[config.mk]
export PLATFORM = sky130hd
export DESIGN_NAME = wrps_sequencer
export DESIGN_NICKNAME = d
export VERILOG_FILES = /design/src/include/wrps_pkg.sv /design/src/design/wrps_sequencer.sv
export VERILOG_INCLUDE_DIRS = /design/src /design/src/include
export SDC_FILE = /design/constraint.sdc
export NUM_CORES = 1
export LEC_CHECK = 0
export ABC_AREA = 1
export BUFFER_PORTS_ARGS = -buffer_cell sky130_fd_sc_hd__buf_2
export CELL_PAD_IN_SITES_DETAIL_PLACEMENT = 1
export CELL_PAD_IN_SITES_GLOBAL_PLACEMENT = 1
export CORE_ASPECT_RATIO = 0.6
export CORE_MARGIN = 10
export CORE_UTILIZATION = 36
export CTS_BUF_LIST = sky130_fd_sc_hd__clkbuf_4 sky130_fd_sc_hd__clkbuf_8 sky130_fd_sc_hd__clkbuf_16
export DETAILED_ROUTE_END_ITERATION = 16
export PLACE_DENSITY_LB_ADDON = 0.1
export SLEW_MARGIN = 20
export SYNTH_ARGS = -nofsm -noshare
export SYNTH_HDL_FRONTEND = slang
export SYNTH_SLANG_ARGS = --single-unit
[constraint.sdc]
create_clock -name clk -period 2.1 [get_ports clk]
set_input_delay 0.63 -clock clk [delete_from_list [all_inputs] [get_ports clk]]
set_output_delay 0.63 -clock clk [all_outputs]
set_load 0.005 [all_outputs]
[src/include/wrps_params.svh]
// Purpose: constants of the receiver phase sequencer
// Assumes: 125 MHz clock
// Notes:   packet period counts are shortened in simulation through the module parameter
`ifndef WRPS_PARAMS_SVH
`define WRPS_PARAMS_SVH
`define WRPS_CLK_MHZ         125
`define WRPS_NEG_POWER_MW    16'h1388
`define WRPS_CAL_POINTS      2'h2
`define WRPS_CE_PERIOD_MS    250
`define WRPS_RP_PER_CE       8'h04
`define WRPS_CE_PERIOD_CYC   (`WRPS_CE_PERIOD_MS * 1000 * `WRPS_CLK_MHZ)
`endif

[src/include/wrps_pkg.sv]
// Purpose: types of the receiver phase sequencer
// Assumes: nothing
// Notes:   none
package wrps_pkg;
   typedef enum logic [3:0] {
      WRPS_PKT_NONE,
      WRPS_PKT_SIG_STRENGTH,
      WRPS_PKT_IDENT,
      WRPS_PKT_CONFIG,
      WRPS_PKT_NEG_REQ,
      WRPS_PKT_CAL_LIGHT,
      WRPS_PKT_CAL_HEAVY,
      WRPS_PKT_CTRL_ERR,
      WRPS_PKT_RX_POWER
   } wrps_pkt_t;
   typedef enum logic [2:0] {
      WRPS_ST_OFF,
      WRPS_ST_PING,
      WRPS_ST_IDCFG,
      WRPS_ST_NEG,
      WRPS_ST_CAL,
      WRPS_ST_XFER
   } wrps_phase_t;
   typedef struct packed {
      logic        valid;
      wrps_pkt_t   kind;
      logic [15:0] payload;
   } wrps_tx_t;
endpackage

[src/design/wrps_sequencer.sv]
// Purpose: receiver phase sequencer of an inductive power link
// Assumes: packet sender accepts one request at a time by tx_ready
// Notes:   one clock, synchronous reset
//          loss of the field aborts any phase and drops a pending request
//          medium power is looked at only when the configuration packet is taken
//          payloads are captured in the cycle a packet is issued, not when it is taken
//          the first periodic packet follows one full period after entering power transfer
// What this block does
// - on power up send signal strength
// - then send identification packet
// - then send configuration packet
// - medium power: negotiate above 5W
// - medium power: calibrate light and heavy load
// - power transfer: send control error packets
// - power transfer: periodic received power packets
`timescale 1ns/1ns
`default_nettype none
`include "wrps_params.svh"
module wrps_sequencer
#(
   parameter int unsigned CE_PERIOD_CYC = `WRPS_CE_PERIOD_CYC
)
(
   input  wire logic              clk,
   input  wire logic              rst,
   input  wire logic              field_ok,
   input  wire logic              medium_power,
   input  wire logic              tx_ready,
   input  wire logic              neg_granted,
   input  wire logic [15:0]       sig_strength,
   input  wire logic [15:0]       ident_word,
   input  wire logic [15:0]       config_word,
   input  wire logic [15:0]       ctrl_err,
   input  wire logic [15:0]       rx_power,
   output var  wrps_pkg::wrps_tx_t tx,
   output var  wrps_pkg::wrps_phase_t phase
);
   import wrps_pkg::*;

   // ****************************************
   // constants
   // ****************************************
   localparam logic [31:0] PERIOD_LAST = 32'(CE_PERIOD_CYC - 1);
   localparam logic [15:0] NEG_REQUEST = `WRPS_NEG_POWER_MW + 16'h0001;
   localparam logic [1:0]  CAL_LAST    = `WRPS_CAL_POINTS;
   localparam logic [7:0]  CE_LAST     = `WRPS_RP_PER_CE - 8'h01;

   // ****************************************
   // state
   // ****************************************
   typedef struct packed {
      wrps_phase_t phase;
      wrps_tx_t    tx;
      logic [1:0]  step;
      logic [31:0] timer;
      logic [7:0]  ce_count;
   } wrps_state_t;

   wrps_state_t s;
   wrps_state_t next_s;

   // ****************************************
   // outputs
   // ****************************************
   assign tx    = s.tx;
   assign phase = s.phase;

   // ****************************************
   // helpers
   // ****************************************
   // packet request with valid set
   function automatic wrps_tx_t make_pkt(input wrps_pkt_t k, input logic [15:0] d);
      wrps_tx_t p;
      p.valid   = 1'b1;
      p.kind    = k;
      p.payload = d;
      return p;
   endfunction

   // last cycle of a packet period
   function automatic logic period_done(input logic [31:0] t);
      return t >= PERIOD_LAST;
   endfunction

   // received power due instead of control error
   function automatic logic rp_due(input logic [7:0] n);
      return n >= CE_LAST;
   endfunction

   // entry to power transfer, period counters cleared
   function automatic wrps_state_t enter_xfer(input wrps_state_t cur);
      wrps_state_t n;
      n          = cur;
      n.phase    = WRPS_ST_XFER;
      n.timer    = '0;
      n.ce_count = 8'h00;
      return n;
   endfunction

   // one cycle of power transfer: count the period, then issue the periodic packet
   function automatic wrps_state_t xfer_step(input wrps_state_t cur, input logic [15:0] ce, input logic [15:0] rp);
      wrps_state_t n;
      n = cur;
      if (!period_done(cur.timer))
      begin
         n.timer = cur.timer + 32'h1;
      end
      else if (rp_due(cur.ce_count))
      begin
         n.timer    = '0;
         n.ce_count = 8'h00;
         n.tx       = make_pkt(WRPS_PKT_RX_POWER, rp);
      end
      else
      begin
         n.timer    = '0;
         n.ce_count = cur.ce_count + 8'h01;
         n.tx       = make_pkt(WRPS_PKT_CTRL_ERR, ce);
      end
      return n;
   endfunction

   // ****************************************
   // sequencing
   // ****************************************
   always_comb
   begin
      logic busy;
      logic accepted;
      // a taken request frees the slot, so the next one may follow at once
      accepted = s.tx.valid && tx_ready;
      busy     = s.tx.valid && !tx_ready;
      next_s   = s;
      if (accepted)
      begin
         next_s.tx.valid = 1'b0;
      end
      // field loss wins over any phase
      if (!field_ok)
      begin
         next_s       = '0;
         next_s.phase = WRPS_ST_OFF;
      end
      else if (!busy)
      begin
         unique case (s.phase)
            WRPS_ST_OFF:
            begin
               next_s.phase = WRPS_ST_PING;
               next_s.tx    = make_pkt(WRPS_PKT_SIG_STRENGTH, sig_strength);
            end
            WRPS_ST_PING:
            begin
               next_s.phase = WRPS_ST_IDCFG;
               next_s.step  = 2'h0;
               next_s.tx    = make_pkt(WRPS_PKT_IDENT, ident_word);
            end
            WRPS_ST_IDCFG:
            begin
               if (s.step == 2'h0)
               begin
                  next_s.step = 2'h1;
                  next_s.tx   = make_pkt(WRPS_PKT_CONFIG, config_word);
               end
               else if (medium_power)
               begin
                  next_s.phase = WRPS_ST_NEG;
                  next_s.step  = 2'h0;
                  next_s.tx    = make_pkt(WRPS_PKT_NEG_REQ, NEG_REQUEST);
               end
               else
               begin
                  next_s = enter_xfer(next_s);
               end
            end
            WRPS_ST_NEG:
            begin
               if (neg_granted)
               begin
                  next_s.phase = WRPS_ST_CAL;
                  next_s.step  = 2'h1;
                  next_s.tx    = make_pkt(WRPS_PKT_CAL_LIGHT, rx_power);
               end
            end
            WRPS_ST_CAL:
            begin
               if (s.step < CAL_LAST)
               begin
                  next_s.step = s.step + 2'h1;
                  next_s.tx   = make_pkt(WRPS_PKT_CAL_HEAVY, rx_power);
               end
               else
               begin
                  next_s = enter_xfer(next_s);
               end
            end
            WRPS_ST_XFER:
            begin
               next_s = xfer_step(next_s, ctrl_err, rx_power);
            end
            default:
            begin
               next_s.phase = WRPS_ST_OFF;
            end
         endcase
      end
   end

   // ****************************************
   // registers
   // ****************************************
   always_ff @(posedge clk)
   begin
      if (rst)
      begin
         s <= '0;
      end
      else
      begin
         s <= next_s;
      end
   end
endmodule
`default_nettype wire

# ---- After elaboration in Yosys (flattened, before gate mapping)
# Index checks and enable logic that the tools add are counted.
dict set report word_totals {
  elab_cells 62
  regBits 66
  inputBits 86
  out_inout_bits 24
}
dict set report op_classes {
  mux 20
  order_cmp 3
  reduce_logical 14
  n_eq_ne 12
  add_sub_neg 3
  bitwise 3
}
# op count
set ops {}
lappend ops {{21-bit case mux with 6 select lines} 1}
lappend ops {{40-bit two-way mux} 3}
lappend ops {{40-bit case mux with 3 select lines} 1}
lappend ops {{63-bit two-way mux} 1}
lappend ops {{26-bit two-way mux} 2}
lappend ops {{23-bit two-way mux} 2}
lappend ops {{32-bit by 1-bit adder with 32-bit output (second input constant)} 1}
lappend ops {{32-bit by 25-bit greater-or-equal comparator with 1-bit output (second input constant)} 1}
lappend ops {{32-bit two-way mux} 1}
lappend ops {{21-bit two-way mux} 1}
lappend ops {{20-bit two-way mux} 1}
lappend ops {{3-bit case mux with 6 select lines} 1}
lappend ops {{8-bit two-way mux} 2}
lappend ops {{5-bit AND reduction} 3}
lappend ops {{2-bit inequality test (second input constant)} 6}
lappend ops {{6-bit AND reduction} 2}
lappend ops {{8-bit by 1-bit adder with 8-bit output (second input constant)} 1}
lappend ops {{8-bit by 2-bit greater-or-equal comparator with 1-bit output (second input constant)} 1}
lappend ops {{2-bit case mux with 4 select lines} 1}
lappend ops {{3-bit by 2-bit == test with 1-bit output (second input constant)} 2}
lappend ops {{3-bit == test (second input constant)} 2}
lappend ops {{3-bit two-way mux} 2}
lappend ops {{6-bit nonzero test} 1}
lappend ops {{4-bit nonzero test} 1}
lappend ops {{12 further kinds} 15}

# ---- Depth between registers and ports, before layout
# Gate-level depths: netlist (run 1).
dict set report depth {
  word_depth 6
  mapped_depth 14
  mapped_depth_nobuf 13
}

# ---- Least setup slack after synthesis (run 1)
# Ideal clock, no wire load.
dict set report synth_timing {
  kind {input -> register}
  from {in tx_ready}
  to {reg s, in the netlist tx[8]}
  t_required_ns 1.988
  setup_time_ns 0.112
  t_arrival_ns 1.597
  path_stages 10
  n_path_buf 1
  setup_slack_ns 0.392
  path_cell_list {inv_1 -> nand2_1 -> nand2_1 -> nor2_1 -> inv_1 -> nor2_4 -> nand2_4 -> buf_2 -> nor2_1 -> nor2_1}
}
dict set report synth_between {
  elab_chain_cells 4
}
# item line_no
set synth_lines {}
lappend synth_lines {{start: declaration} wrps_sequencer.sv:28} ;# input wire logic tx_ready,
lappend synth_lines {{1-bit logical NOT} wrps_sequencer.sv:132} ;# busy = s.tx.valid && !tx_ready;
lappend synth_lines {{1-bit logical AND} wrps_sequencer.sv:132}
lappend synth_lines {{1-bit NOT (no source line)} --}
lappend synth_lines {{6-bit AND reduction (no source line)} --}
lappend synth_lines {{end signal: assignment} wrps_sequencer.sv:220} ;# s <= next_s;
lappend synth_lines {{end: declaration} wrps_sequencer.sv:59} ;# wrps_state_t s;
# No other way between the ends.
# A chain may end at the register's enable or synchronous reset.

# ---- Worst setup path after layout (run 1)
dict set report layout_timing {
  from {reg s, in the netlist phase[1]}
  to {reg s, in the netlist tx[2]}
}
dict set report layout_between {
  elab_chain_cells 3
  word_cells_on_any_way 13
  cone_classes {eq/ne: 9; mux: 1; reduce/logical: 3}
}
# item line_no
set layout_lines {}
lappend layout_lines {{3-bit == test, or another cell as far along} wrps_sequencer.sv:146} ;# unique case (s.phase)
lappend layout_lines {{6-bit nonzero test (no source line), or another cell as far along} --}
lappend layout_lines {{6-bit AND reduction (no source line)} --}
# Parallel ways exist; a longest one is shown, timed or not.

==> results of run 1 <==
==> worst reg2reg max path, cell delays in order, from the launching register on <==
cell        delay [ns]
dfxtp_1           0.42
nor2_1            0.13
nand2_1           0.18
clkinvlp_4        0.22
nand2_1           0.10
nand2_1           0.06
a211oi_1          0.39
nand3_1           0.14
nor2_1            0.15
nor2_1            0.05
==> worst min path at each step <==
stage / from / end / slack (ns) / cells after the start
floorplan: s[2] / s[2] / 0.42 / 2
global placement: s[6] / s[6] / 0.42 / 2
detailed placement: s[5] / s[5] / 0.44 / 2
CTS: s[5] / s[5] / 0.45 / 2
global route: s[36] / s[36] / 0.46 / 2
finish: s[6] / s[6] / 0.44 / 2
==> cell families (layout without fill, tap and decap cells) <==
| family | Yosys count | count (layout) | share of synthesized area, % |
|---|---|---|---|
| flip-flops | 66 | 66 | 31.85 |
| AO/OA/AOI/OAI | 63 | 63 | 8.987 |
| buffers and inverters | 124 | 229 | 14.20 |
| adder cells (fa/ha/maj) | 2 | 2 | 0.6030 |
| AND/OR/NAND/NOR | 401 | 401 | 42.88 |
| XOR/XNOR | 7 | 7 | 1.478 |
==> registers in the layout, indices dropped and copies added, names as in the netlist <==
| signal | count |
|---|---|
| s | 42 |
| tx | 21 |
| phase | 3 |
==> through the flow <==
stage	instance area [µm²]	power [W]	util, %
6_report	5169	0.003629	45.75
3_3_place_gp	4775	0.002049	42.26
5_1_grt	5169	0.003797	45.75
3_5_place_dp	4775	0.002065	42.26
4_1_cts	5079	0.003635	44.95
2_1_floorplan	4149	0.001792	-
==> where the power goes <==
| group | switching, W | internal (W) | leakage [nW] |
|---|---|---|---|
| sequential | 0.0000292 | 0.00129 | 0.536 |
| combinational | 0.000472 | 0.000272 | 1.68 |
| clock | 0.000610 | 0.000953 | 0.149 |
==> cells in the final DEF, fill, tap and decap left out, types with 2 or more instances in the layout <==
master	n
a221oi_1	2
nor3_1	22
nor3b_1	3
clkbuf_16	9
o21ai_0	14
nand2_8	2
buf_4	21
dfxtp_2	3
dfxtp_1	63
a21oi_1	27
a22oi_1	10
ha_1	2
nor2_1	101
nor2_2	9
nor2_4	2
inv_2	3
nand3_1	48
nand2_1	183
clkinv_2	2
nand4_1	13
buf_2	109
a211oi_1	4
nand3_2	3
nand2_2	3
inv_1	76
xor2_1	7
nor3_2	7
clkinvlp_4	2
==> layout make-up <==
class / count / area, µm² / share of cell area [%]
Multi-Input combinational cell: 473 / 2297 / 44.44
Sequential cell: 66 / 1325 / 25.64
Timing Repair Buffer: 132 / 734.5 / 14.21
Inverter: 81 / 307.8 / 5.955
Clock buffer: 10 / 239.0 / 4.624
Tap cell: 160 / 200.2 / 3.873
Clock inverter: 6 / 65.06 / 1.259
==> layer usage <==
layer	track usage (%)	wire length [µm]
met5	0	0
met4	4.323	108
met3	4.375	1073
met2	26.90	6292
met1	28.56	8045
==> Yosys cell counts, types with 2 or more instances <==
library cell    n  area (µm²)
a211oi_1        5       37.54
a21oi_1        27       135.1
a221oi_1        3       26.28
a22oi_1        10       75.07
buf_2           9       45.04
buf_4          24       180.2
buf_6           3       33.78
clkbuf_1        7       26.28
clkinv_1        2       7.510
dfxtp_1        66        1321
ha_1            2       25.02
inv_1          76       285.3
inv_2           3       11.26
nand2_1       185       694.4
nand2_4         3       33.78
nand3_1        48       240.2
nand3_2         3       30.03
nand4_1        13       81.33
nor2_1        105       394.1
nor2_2          6       37.54
nor3_1         23       115.1
nor3_2          6       60.06
nor3b_1         4       30.03
o21ai_0        14       70.07
xor2_1          7       61.31
==> repair_timing <==
item,in CTS,in global routing
gates resized for setup,0,17
endpoints found under the hold margin,0,0
buffers inserted,0,3
endpoints found under the setup margin,0,35
==> flow_summary.yaml, run 1 <==
critical_path:
  r2r_end: "tx[2]"
  max_stage_delay_ns: 0.42
  r2r-start: "phase[1]"
  r2r_slack_ns: 0.14
  path_cells: "nor2_1 > nand2_1 > clkinvlp_4 > nand2_1 > nand2_1 > a211oi_1 > nand3_1 > nor2_1 > nor2_1"
  cp.arrival_ns: 2.20
  cp_slowest_cell: "dfxtp_1"
  crit_path_end_kind: "flop"
  crit_family: "simple AND/OR/NAND/NOR gates"
  worstSetupEndpoint: "tx[2]"
  path_buf_inv: 1
  worst-path-stages: 9
  path_class: "reg -> reg"
  cp.required_ns: 2.34
  startpoint: "phase[1]"
  start_kind: "flop"
  reg2regPathDepth: 9
  critPathMaxFanout: 10
timing:
  slew_viol_final: 0
  max_freq_ghz: 0.5102
  relSlewSlack_pct: 65.60
  setup_viol: 0
  whs_ns: 0.4447
  final_hold_viol_count: 0
  fin_skew_ns: 0.004925
  period_minus_slack_ns: 1.960
  setup_ws_ns: 0.1402
  worstMarginPinSlew_ns: 0.5154
  finalCritPeriodShare_pct: 93.33
  setup-tns-final_ns: 0
synth:
  synth_edf_count: 0
  ys_warn_count: 0
  synth_flop_cell: "dfxtp_1"
  synth-seq-area-share_pct: 31.85
  synthesis.instances: 663
  synth.net_count: 751
  syn_area_um2: 4149
  avgSynthCellArea_um2: 6.258
  netlist-cell-type-count: 34
  synth-seq-cells: 66
  synthArstFlopShare_pct: 0
clock_network:
  cts_buffer_depth: 2
  root_buffer: "clkbuf_16"
  clock_latency_ns: 0.34
  cts_htree_levels: 3
  cts_buffers: 9
  cts_tree: "done"
  clkTransAtPathRegs_ns: 0.06
  cts.sinks: 66
  cts_hold_buffers: 0
placement:
  place_hpwl_um: 12590
  placement.io_buffers: 109
  placed_cells: 909
  gp_congestion: 0.8957
  dpl_worst_slack_ns: -0.004731
floorplanning:
  core_area_um2: 11300
  die_x_um: 158.6
  die-height_um: 103.2
  fp.dieArea_um2: 16360
  num_io_pins: 110
  start_util_pct: 36.72
  row_count: 30
power:
  p_leak_nw: 2.369
  ir_worst_vdd_mv: 0.3788
  powerDensity_nw_per_um2: 702.2
finish:
  drive_gt1_share_pct: 24.48
  synthToLayoutAreaGrowth_pct: 24.58
  final_cells: 928
  antenna_cells: 0
  nets: 851
  nFillCells: 1516
grt:
  grtUsageTotal_pct: 19.15
  grt_pass1_wl_um: 24260
  grt_pass1_vias: 4646
  grt_overflow: 0
  grt_start_max_net_pins: 36
  antenna_found_initial: 0
drt:
  drc_errors: 0
  avgViaCountPerCell: 4.857
  vias: 4507
  wl_per_cell_um: 16.72
  drtPass1Iterations: 5
  drtIter0Drc: 298
  wirelength_um: 15520
  final_antenna_net_count: 0
job:
  cap_violations: 0
run_status:
  status: "completed"
min_path:
  worst_hold_path_type: "reg -> reg"
Power figures use the tool's default switching activity.
==> run 2, diff against run 1 <==
--- a/config.mk
+++ b/config.mk
@@ -6,16 +6,16 @@
 export SDC_FILE = /design/constraint.sdc
 export NUM_CORES = 1
 export LEC_CHECK = 0
-export ABC_AREA = 1
 export BUFFER_PORTS_ARGS = -buffer_cell sky130_fd_sc_hd__buf_2
 export CELL_PAD_IN_SITES_DETAIL_PLACEMENT = 1
 export CELL_PAD_IN_SITES_GLOBAL_PLACEMENT = 1
 export CORE_ASPECT_RATIO = 0.6
 export CORE_MARGIN = 10
-export CORE_UTILIZATION = 36
+export CORE_UTILIZATION = 38
 export CTS_BUF_LIST = sky130_fd_sc_hd__clkbuf_4 sky130_fd_sc_hd__clkbuf_8 sky130_fd_sc_hd__clkbuf_16
 export DETAILED_ROUTE_END_ITERATION = 16
 export PLACE_DENSITY_LB_ADDON = 0.1
+export RECOVER_POWER = 25
 export SLEW_MARGIN = 20
 export SYNTH_ARGS = -nofsm -noshare
 export SYNTH_HDL_FRONTEND = slang
==> flow_summary.yaml, run 2 <==
run_status:
  status: "finished, violations left"
  violations: "negative setup slack"
timing:
  setup_viol: 53
  slew_viol_final: 0
  relSlewSlack_pct: 72.23
  whs_ns: 0.4961
  fin_skew_ns: 0.008426
  finalCritPeriodShare_pct: 107.3
  period_minus_slack_ns: 2.253
  setup_ws_ns: -0.1534
  final_hold_viol_count: 0
  worstMarginPinSlew_ns: 0.4122
  setup-tns-final_ns: -4.814
  max_freq_ghz: 0.4438
  rsz0062_at_grt: "true"
floorplanning:
  row_count: 27
  die_x_um: 147.5
  fp.dieArea_um2: 14240
  die-height_um: 96.51
  core_area_um2: 9324
  num_io_pins: 110
  start_util_pct: 39.76
synth:
  synth_largest_area_cell: "dfxtp_1"
  syn_area_um2: 3707
  synth_flop_cell: "dfxtp_1"
  ys_warn_count: 0
  synth.net_count: 543
  avgSynthCellArea_um2: 8.148
  synth-seq-cells: 66
  synthTopCellsByArea: "dfxtp_1 36%, buf_4 5.7%, nor2_1 5.3%"
  yosysTopAreaCellShare_pct: 35.64
  yosysMostFrequentCell: "dfxtp_1"
  synth_common_cells: "66 x dfxtp_1, 52 x nor2_1, 49 x nand2_1"
  synthArstFlopShare_pct: 0
  synth_edf_count: 0
  netlist-cell-type-count: 60
  synth-seq-area-share_pct: 35.64
  synthesis.instances: 455
finish:
  largest-register: "s"
  nFillCells: 1116
  synthToLayoutAreaGrowth_pct: 53.63
  drive_gt1_share_pct: 45.83
  final_common_cell: "buf_2"
  layout_common_cells: "98 x buf_2, 57 x buf_4, 57 x dfxtp_1"
  nets: 694
  largest_reg_flops: 42
  stdcell_area_um2: 5695
  post-route-util_pct: 61.08
clock_network:
  cts_hold_buffers: 0
  cts_htree_levels: 3
  cts_buffers: 9
  clkTransAtPathRegs_ns: 0.06
  cts_tree: "done"
  clock_latency_ns: 0.34
  cts.sinks: 66
  root_buffer: "clkbuf_16"
  cts_buffer_depth: 2
drt:
  drc_errors: 0
  wl_per_cell_um: 25.19
  vias: 4440
  avgViaCountPerCell: 5.984
  final_antenna_net_count: 0
  drtIter0Drc: 362
  drtPass1Iterations: 5
  wirelength_um: 18690
power:
  p_leak_nw: 2.224
  p_switching_w: 0.0008802
  p_sw_share_pct: 25.46
  power.share.clock_pct: 49.0
  powerDensity_nw_per_um2: 607.0
  ir_worst_vdd_mv: 0.3678
  total_power_w: 0.003457
  power_frac_comb_pct: 13.5
  intPower_w: 0.002577
  power_frac_seq_pct: 37.5
grt:
  grt_overflow: 0
  grt_pass1_wl_um: 22020
  grtUsageTotal_pct: 19.14
  grt_start_max_net_pins: 35
  antenna_found_initial: 0
  grt_pass1_vias: 4066
min_path:
  min_from: "tx[19]"
  worst_hold_path_type: "reg -> reg"
placement:
  placement.io_buffers: 109
  place_hpwl_um: 10540
  post_dp_cell_area_um2: 4568
  gp_congestion: 0.8223
critical_path:
  startpoint: "s[27]"
  critPathMaxFanout: 8
  start_kind: "flop"
  cp.arrival_ns: 2.48
  path_class: "reg -> reg"
  r2r-start: "s[27]"
  crit_path_end_kind: "flop"
  cp.required_ns: 2.32
job:
  cap_violations: 0
## run 2: cell types whose count changed after synthesis, sizes merged, moves of 19 or more
cell,before,now
nand2,189,49
inv,79,6
nor2,113,54
nand3,52,15
a31oi,1,24
nor3,29,10
## run 2: repair_timing
action	4_1_cts	5_1_grt
gates resized for setup	20	103
endpoints found under the hold margin	0	0
pin swaps	10	51
gates cloned	1	10
endpoints found under the setup margin	52	60
setup buffers	3	12
## run 2: final cells by class
| cell class | count | area [µm²] | share of cell area (%) |
|---|---|---|---|
| multi-input combinational | 336 | 2465 | 43.28 |
| timing repair buffer | 187 | 1375 | 24.14 |
| sequential | 66 | 1340 | 23.53 |
| clock buffer | 10 | 239.0 | 4.196 |
| tap | 130 | 162.7 | 2.856 |
| clock inverter | 6 | 88.84 | 1.560 |
| inverter | 6 | 22.52 | 0.3954 |
| antenna | 1 | 2.502 | 0.04394 |
## run 2: worst paths after layout
check	end	slack, ns	cells past startpoint
worst max-delay path	s[14]	-0.15	9
worst min-delay path	tx[19]	0.50	2
worst max register to register	s[14]	-0.15	9
worst min register to register	tx[19]	0.50	2
## run 2: critical path, stage by stage, from the launching register on
cell and delay [ns]:
dfxtp_1 0.43, nand3_1 0.24, nor4_2 0.32, buf_4 0.23, o21ai_4 0.10, buf_6 0.13
a31oi_4 0.14, nand2b_4 0.27, clkbuf_16 0.22, nor2_2 0.06
## run 2: kinds of logic (layout without fill, tap and decap cells)
group | count (synthesis) | after routing | synth area share, %
compound gates | 126 | 126 | 23.83
xor+xnor | 24 | 24 | 5.670
fa+ha+maj | 2 | 2 | 0.6749
buf+inv | 53 | 209 | 8.539
flops | 66 | 66 | 35.64
mux | 2 | 2 | 0.5400
other cells | 0 | 1 | 0
simple gates | 182 | 182 | 25.11
## run 2: power groups by stage
stage	clock network, W	logic, W	registers (W)
5_1_grt	0.00175	0.000493	0.00130
2_1_floorplan	0	0.000203	0.00132
6_report	0.00169	0.000468	0.00129
3_5_place_dp	0	0.000349	0.00132
4_1_cts	0.00168	0.000369	0.00129
3_3_place_gp	0	0.000338	0.00132
## run 2: per-layer routing
metal	part of all wire, %	track usage (%)
met3	7.5	5.336
met4	2.8	5.255
met1	42	24.97
met5	0	0
met2	48	30.72
## run 2: stage by stage
| step | instances | setup slack, ns |
|---|---|---|
| 3_5_place_dp | 699 | -0.1748 |
| 3_3_place_gp | 699 | -0.08708 |
| 4_1_cts | 719 | -0.003208 |
| 6_report | 742 | -0.1534 |
| 2_1_floorplan | 455 | 0.02144 |
| 5_1_grt | 741 | -0.2051 |
==> run 3, diff against run 2 <==
==> constraint.sdc (replaced) <==
create_clock -name clk -period 2.1 [get_ports clk]
set_input_delay 0.315 -clock clk [delete_from_list [all_inputs] [get_ports clk]]
set_output_delay 0.315 -clock clk [all_outputs]
set_load 0.005 [all_outputs]
==> flow_summary.yaml, run 3 (synthesis results as in run 2) <==
timing:
  period_minus_slack_ns: 2.178
  setup_viol: 42
  final_hold_viol_count: 0
  max_freq_ghz: 0.4591
  rsz0062_at_grt: "true"
  whs_ns: 0.2332
  worstMarginPinSlew_ns: 0.4529
  setup-tns-final_ns: -2.239
  setup_ws_ns: -0.07804
  fin_skew_ns: 0.008792
  finalCritPeriodShare_pct: 103.7
  relSlewSlack_pct: 69.74
  slew_viol_final: 0
critical_path:
  reg2regPathDepth: 10
  cp.arrival_ns: 2.41
  path_class: "reg -> reg"
  startpoint: "s[14]"
  r2r_slack_ns: -0.08
  r2r_end: "s[13]"
  crit_path_end_kind: "flop"
  cp.required_ns: 2.34
  r2r-start: "s[14]"
  start_kind: "flop"
  critPathMaxFanout: 8
  worstSetupEndpoint: "s[13]"
drt:
  drtPass1Iterations: 8
  wirelength_um: 15490
  avgViaCountPerCell: 5.549
  wl_per_cell_um: 20.85
  final_antenna_net_count: 0
  drc_errors: 0
  vias: 4123
  drtIter0Drc: 319
clock_network:
  cts_tree: "done"
  cts_htree_levels: 3
  clock_latency_ns: 0.34
  cts.sinks: 66
  root_buffer: "clkbuf_16"
  cts_buffers: 9
  cts_buffer_depth: 2
  clkTransAtPathRegs_ns: 0.06
floorplanning:
  fp.dieArea_um2: 14240
  start_util_pct: 39.76
  num_io_pins: 110
  core_area_um2: 9324
  die-height_um: 96.51
  row_count: 27
  die_x_um: 147.5
power:
  total_power_w: 0.003264
  p_leak_nw: 2.173
  powerDensity_nw_per_um2: 605.5
  ir_worst_vdd_mv: 0.4167
placement:
  gp_congestion: 0.9119
  placement.io_buffers: 109
  place_hpwl_um: 10580
grt:
  grt_pass1_wl_um: 22370
  grt_pass1_vias: 4137
  grtUsageTotal_pct: 19.61
  antenna_found_initial: 0
  grt_overflow: 0
  grt_start_max_net_pins: 21
finish:
  largest-register: "s"
  largest_reg_flops: 42
  synthToLayoutAreaGrowth_pct: 45.39
  nFillCells: 1105
  layout_common_cells: "101 x buf_2, 62 x buf_4, 61 x dfxtp_1"
  drive_gt1_share_pct: 39.93
  nets: 694
  final_common_cell: "buf_2"
run_status:
  status: "finished, violations left"
  violations: "negative setup slack"
min_path:
  worst_hold_path_type: "in -> reg"
job:
  cap_violations: 0
==> run 3: cell types whose count changed in the layout (fill, tap and decap cells not counted), moves of 3 or more <==
cell and change:
a21boi_0 +10, a21boi_1 -8, buf_2 +3, buf_4 +5, clkbuf_1 -3, clkbuf_16 -6, dfxtp_1 +4, dfxtp_2 -3
nor2_1 +22, nor2_2 -10, nor2_4 -12
==> run 3: worst min-delay path by stage <==
stage	from	endpoint	slack, ns	cells after the start
6_report	rx_power[10]	tx[10]	0.23	3
3_5_place_dp	s[39]	s[39]	0.48	2
4_1_cts	rx_power[10]	tx[10]	0.23	3
2_1_floorplan	s[39]	s[39]	0.44	2
5_1_grt	rx_power[10]	tx[10]	0.25	3
3_3_place_gp	s[39]	s[39]	0.46	2
==> run 3: worst max-delay path: stages, from the launching register on <==
cell,delay (ns)
dfxtp_1,0.45
and4_4,0.29
nor3_2,0.05
o31ai_2,0.22
buf_4,0.18
o21ai_4,0.08
buf_6,0.14
a31oi_4,0.15
nand2b_4,0.26
clkbuf_16,0.19
nor2_1,0.05
==> run 3: stage by stage <==
| step | std cells | util [%] | worst slack, ns | instance area [µm²] |
|---|---|---|---|---|
| 2_1_floorplan | 455 | - | 0.04264 | 3716 |
| 3_3_place_gp | 702 | 49.18 | -0.1928 | 4586 |
| 3_5_place_dp | 702 | 49.21 | -0.1614 | 4588 |
| 4_1_cts | 729 | 54.95 | -0.02113 | 5124 |
| 5_1_grt | 741 | 57.76 | -0.1693 | 5385 |
| 6_report | 743 | 57.81 | -0.07804 | 5390 |
==> run 3: layer usage <==
| metal | vias to the layer above | track usage, % | routed length (µm) |
|---|---|---|---|
| met4 | 0 | 4.844 | 191 |
| met3 | 20 | 5.847 | 939 |
| met1 | 2027 | 25.62 | 7183 |
| met5 | - | 0 | 0 |
| li1 | 1937 | - | - |
| met2 | 139 | 31.35 | 7175 |
==> run 3: final cells by class <==
type / instances / area, µm² / share of cell area, %
Tap cell: 130 / 162.7 / 3.018
Antenna cell: 2 / 5.005 / 0.09285
Sequential cell: 66 / 1333 / 24.72
Inverter: 6 / 22.52 / 0.4178
Clock inverter: 7 / 75.07 / 1.393
Timing Repair Buffer: 187 / 1291 / 23.96
Clock buffer: 9 / 225.2 / 4.178
Multi-Input combinational cell: 336 / 2276 / 42.22
==> run 3: timing repair <==
item | 4_1_cts | 5_1_grt
pin swaps | 11 | 14
setup endpoints to repair | 56 | 60
hold buffers | 0 | 0
buffers inserted | 8 | 10
gates resized for setup | 26 | 33
gates cloned | 3 | 3
==> run 3: power by group <==
group          switching, W  internal (W)  total, W
Clock              0.000609      0.000927   0.00154
Sequential        0.0000152       0.00128   0.00129
Combinational      0.000214      0.000222  0.000436
Total              0.000838       0.00243   0.00326
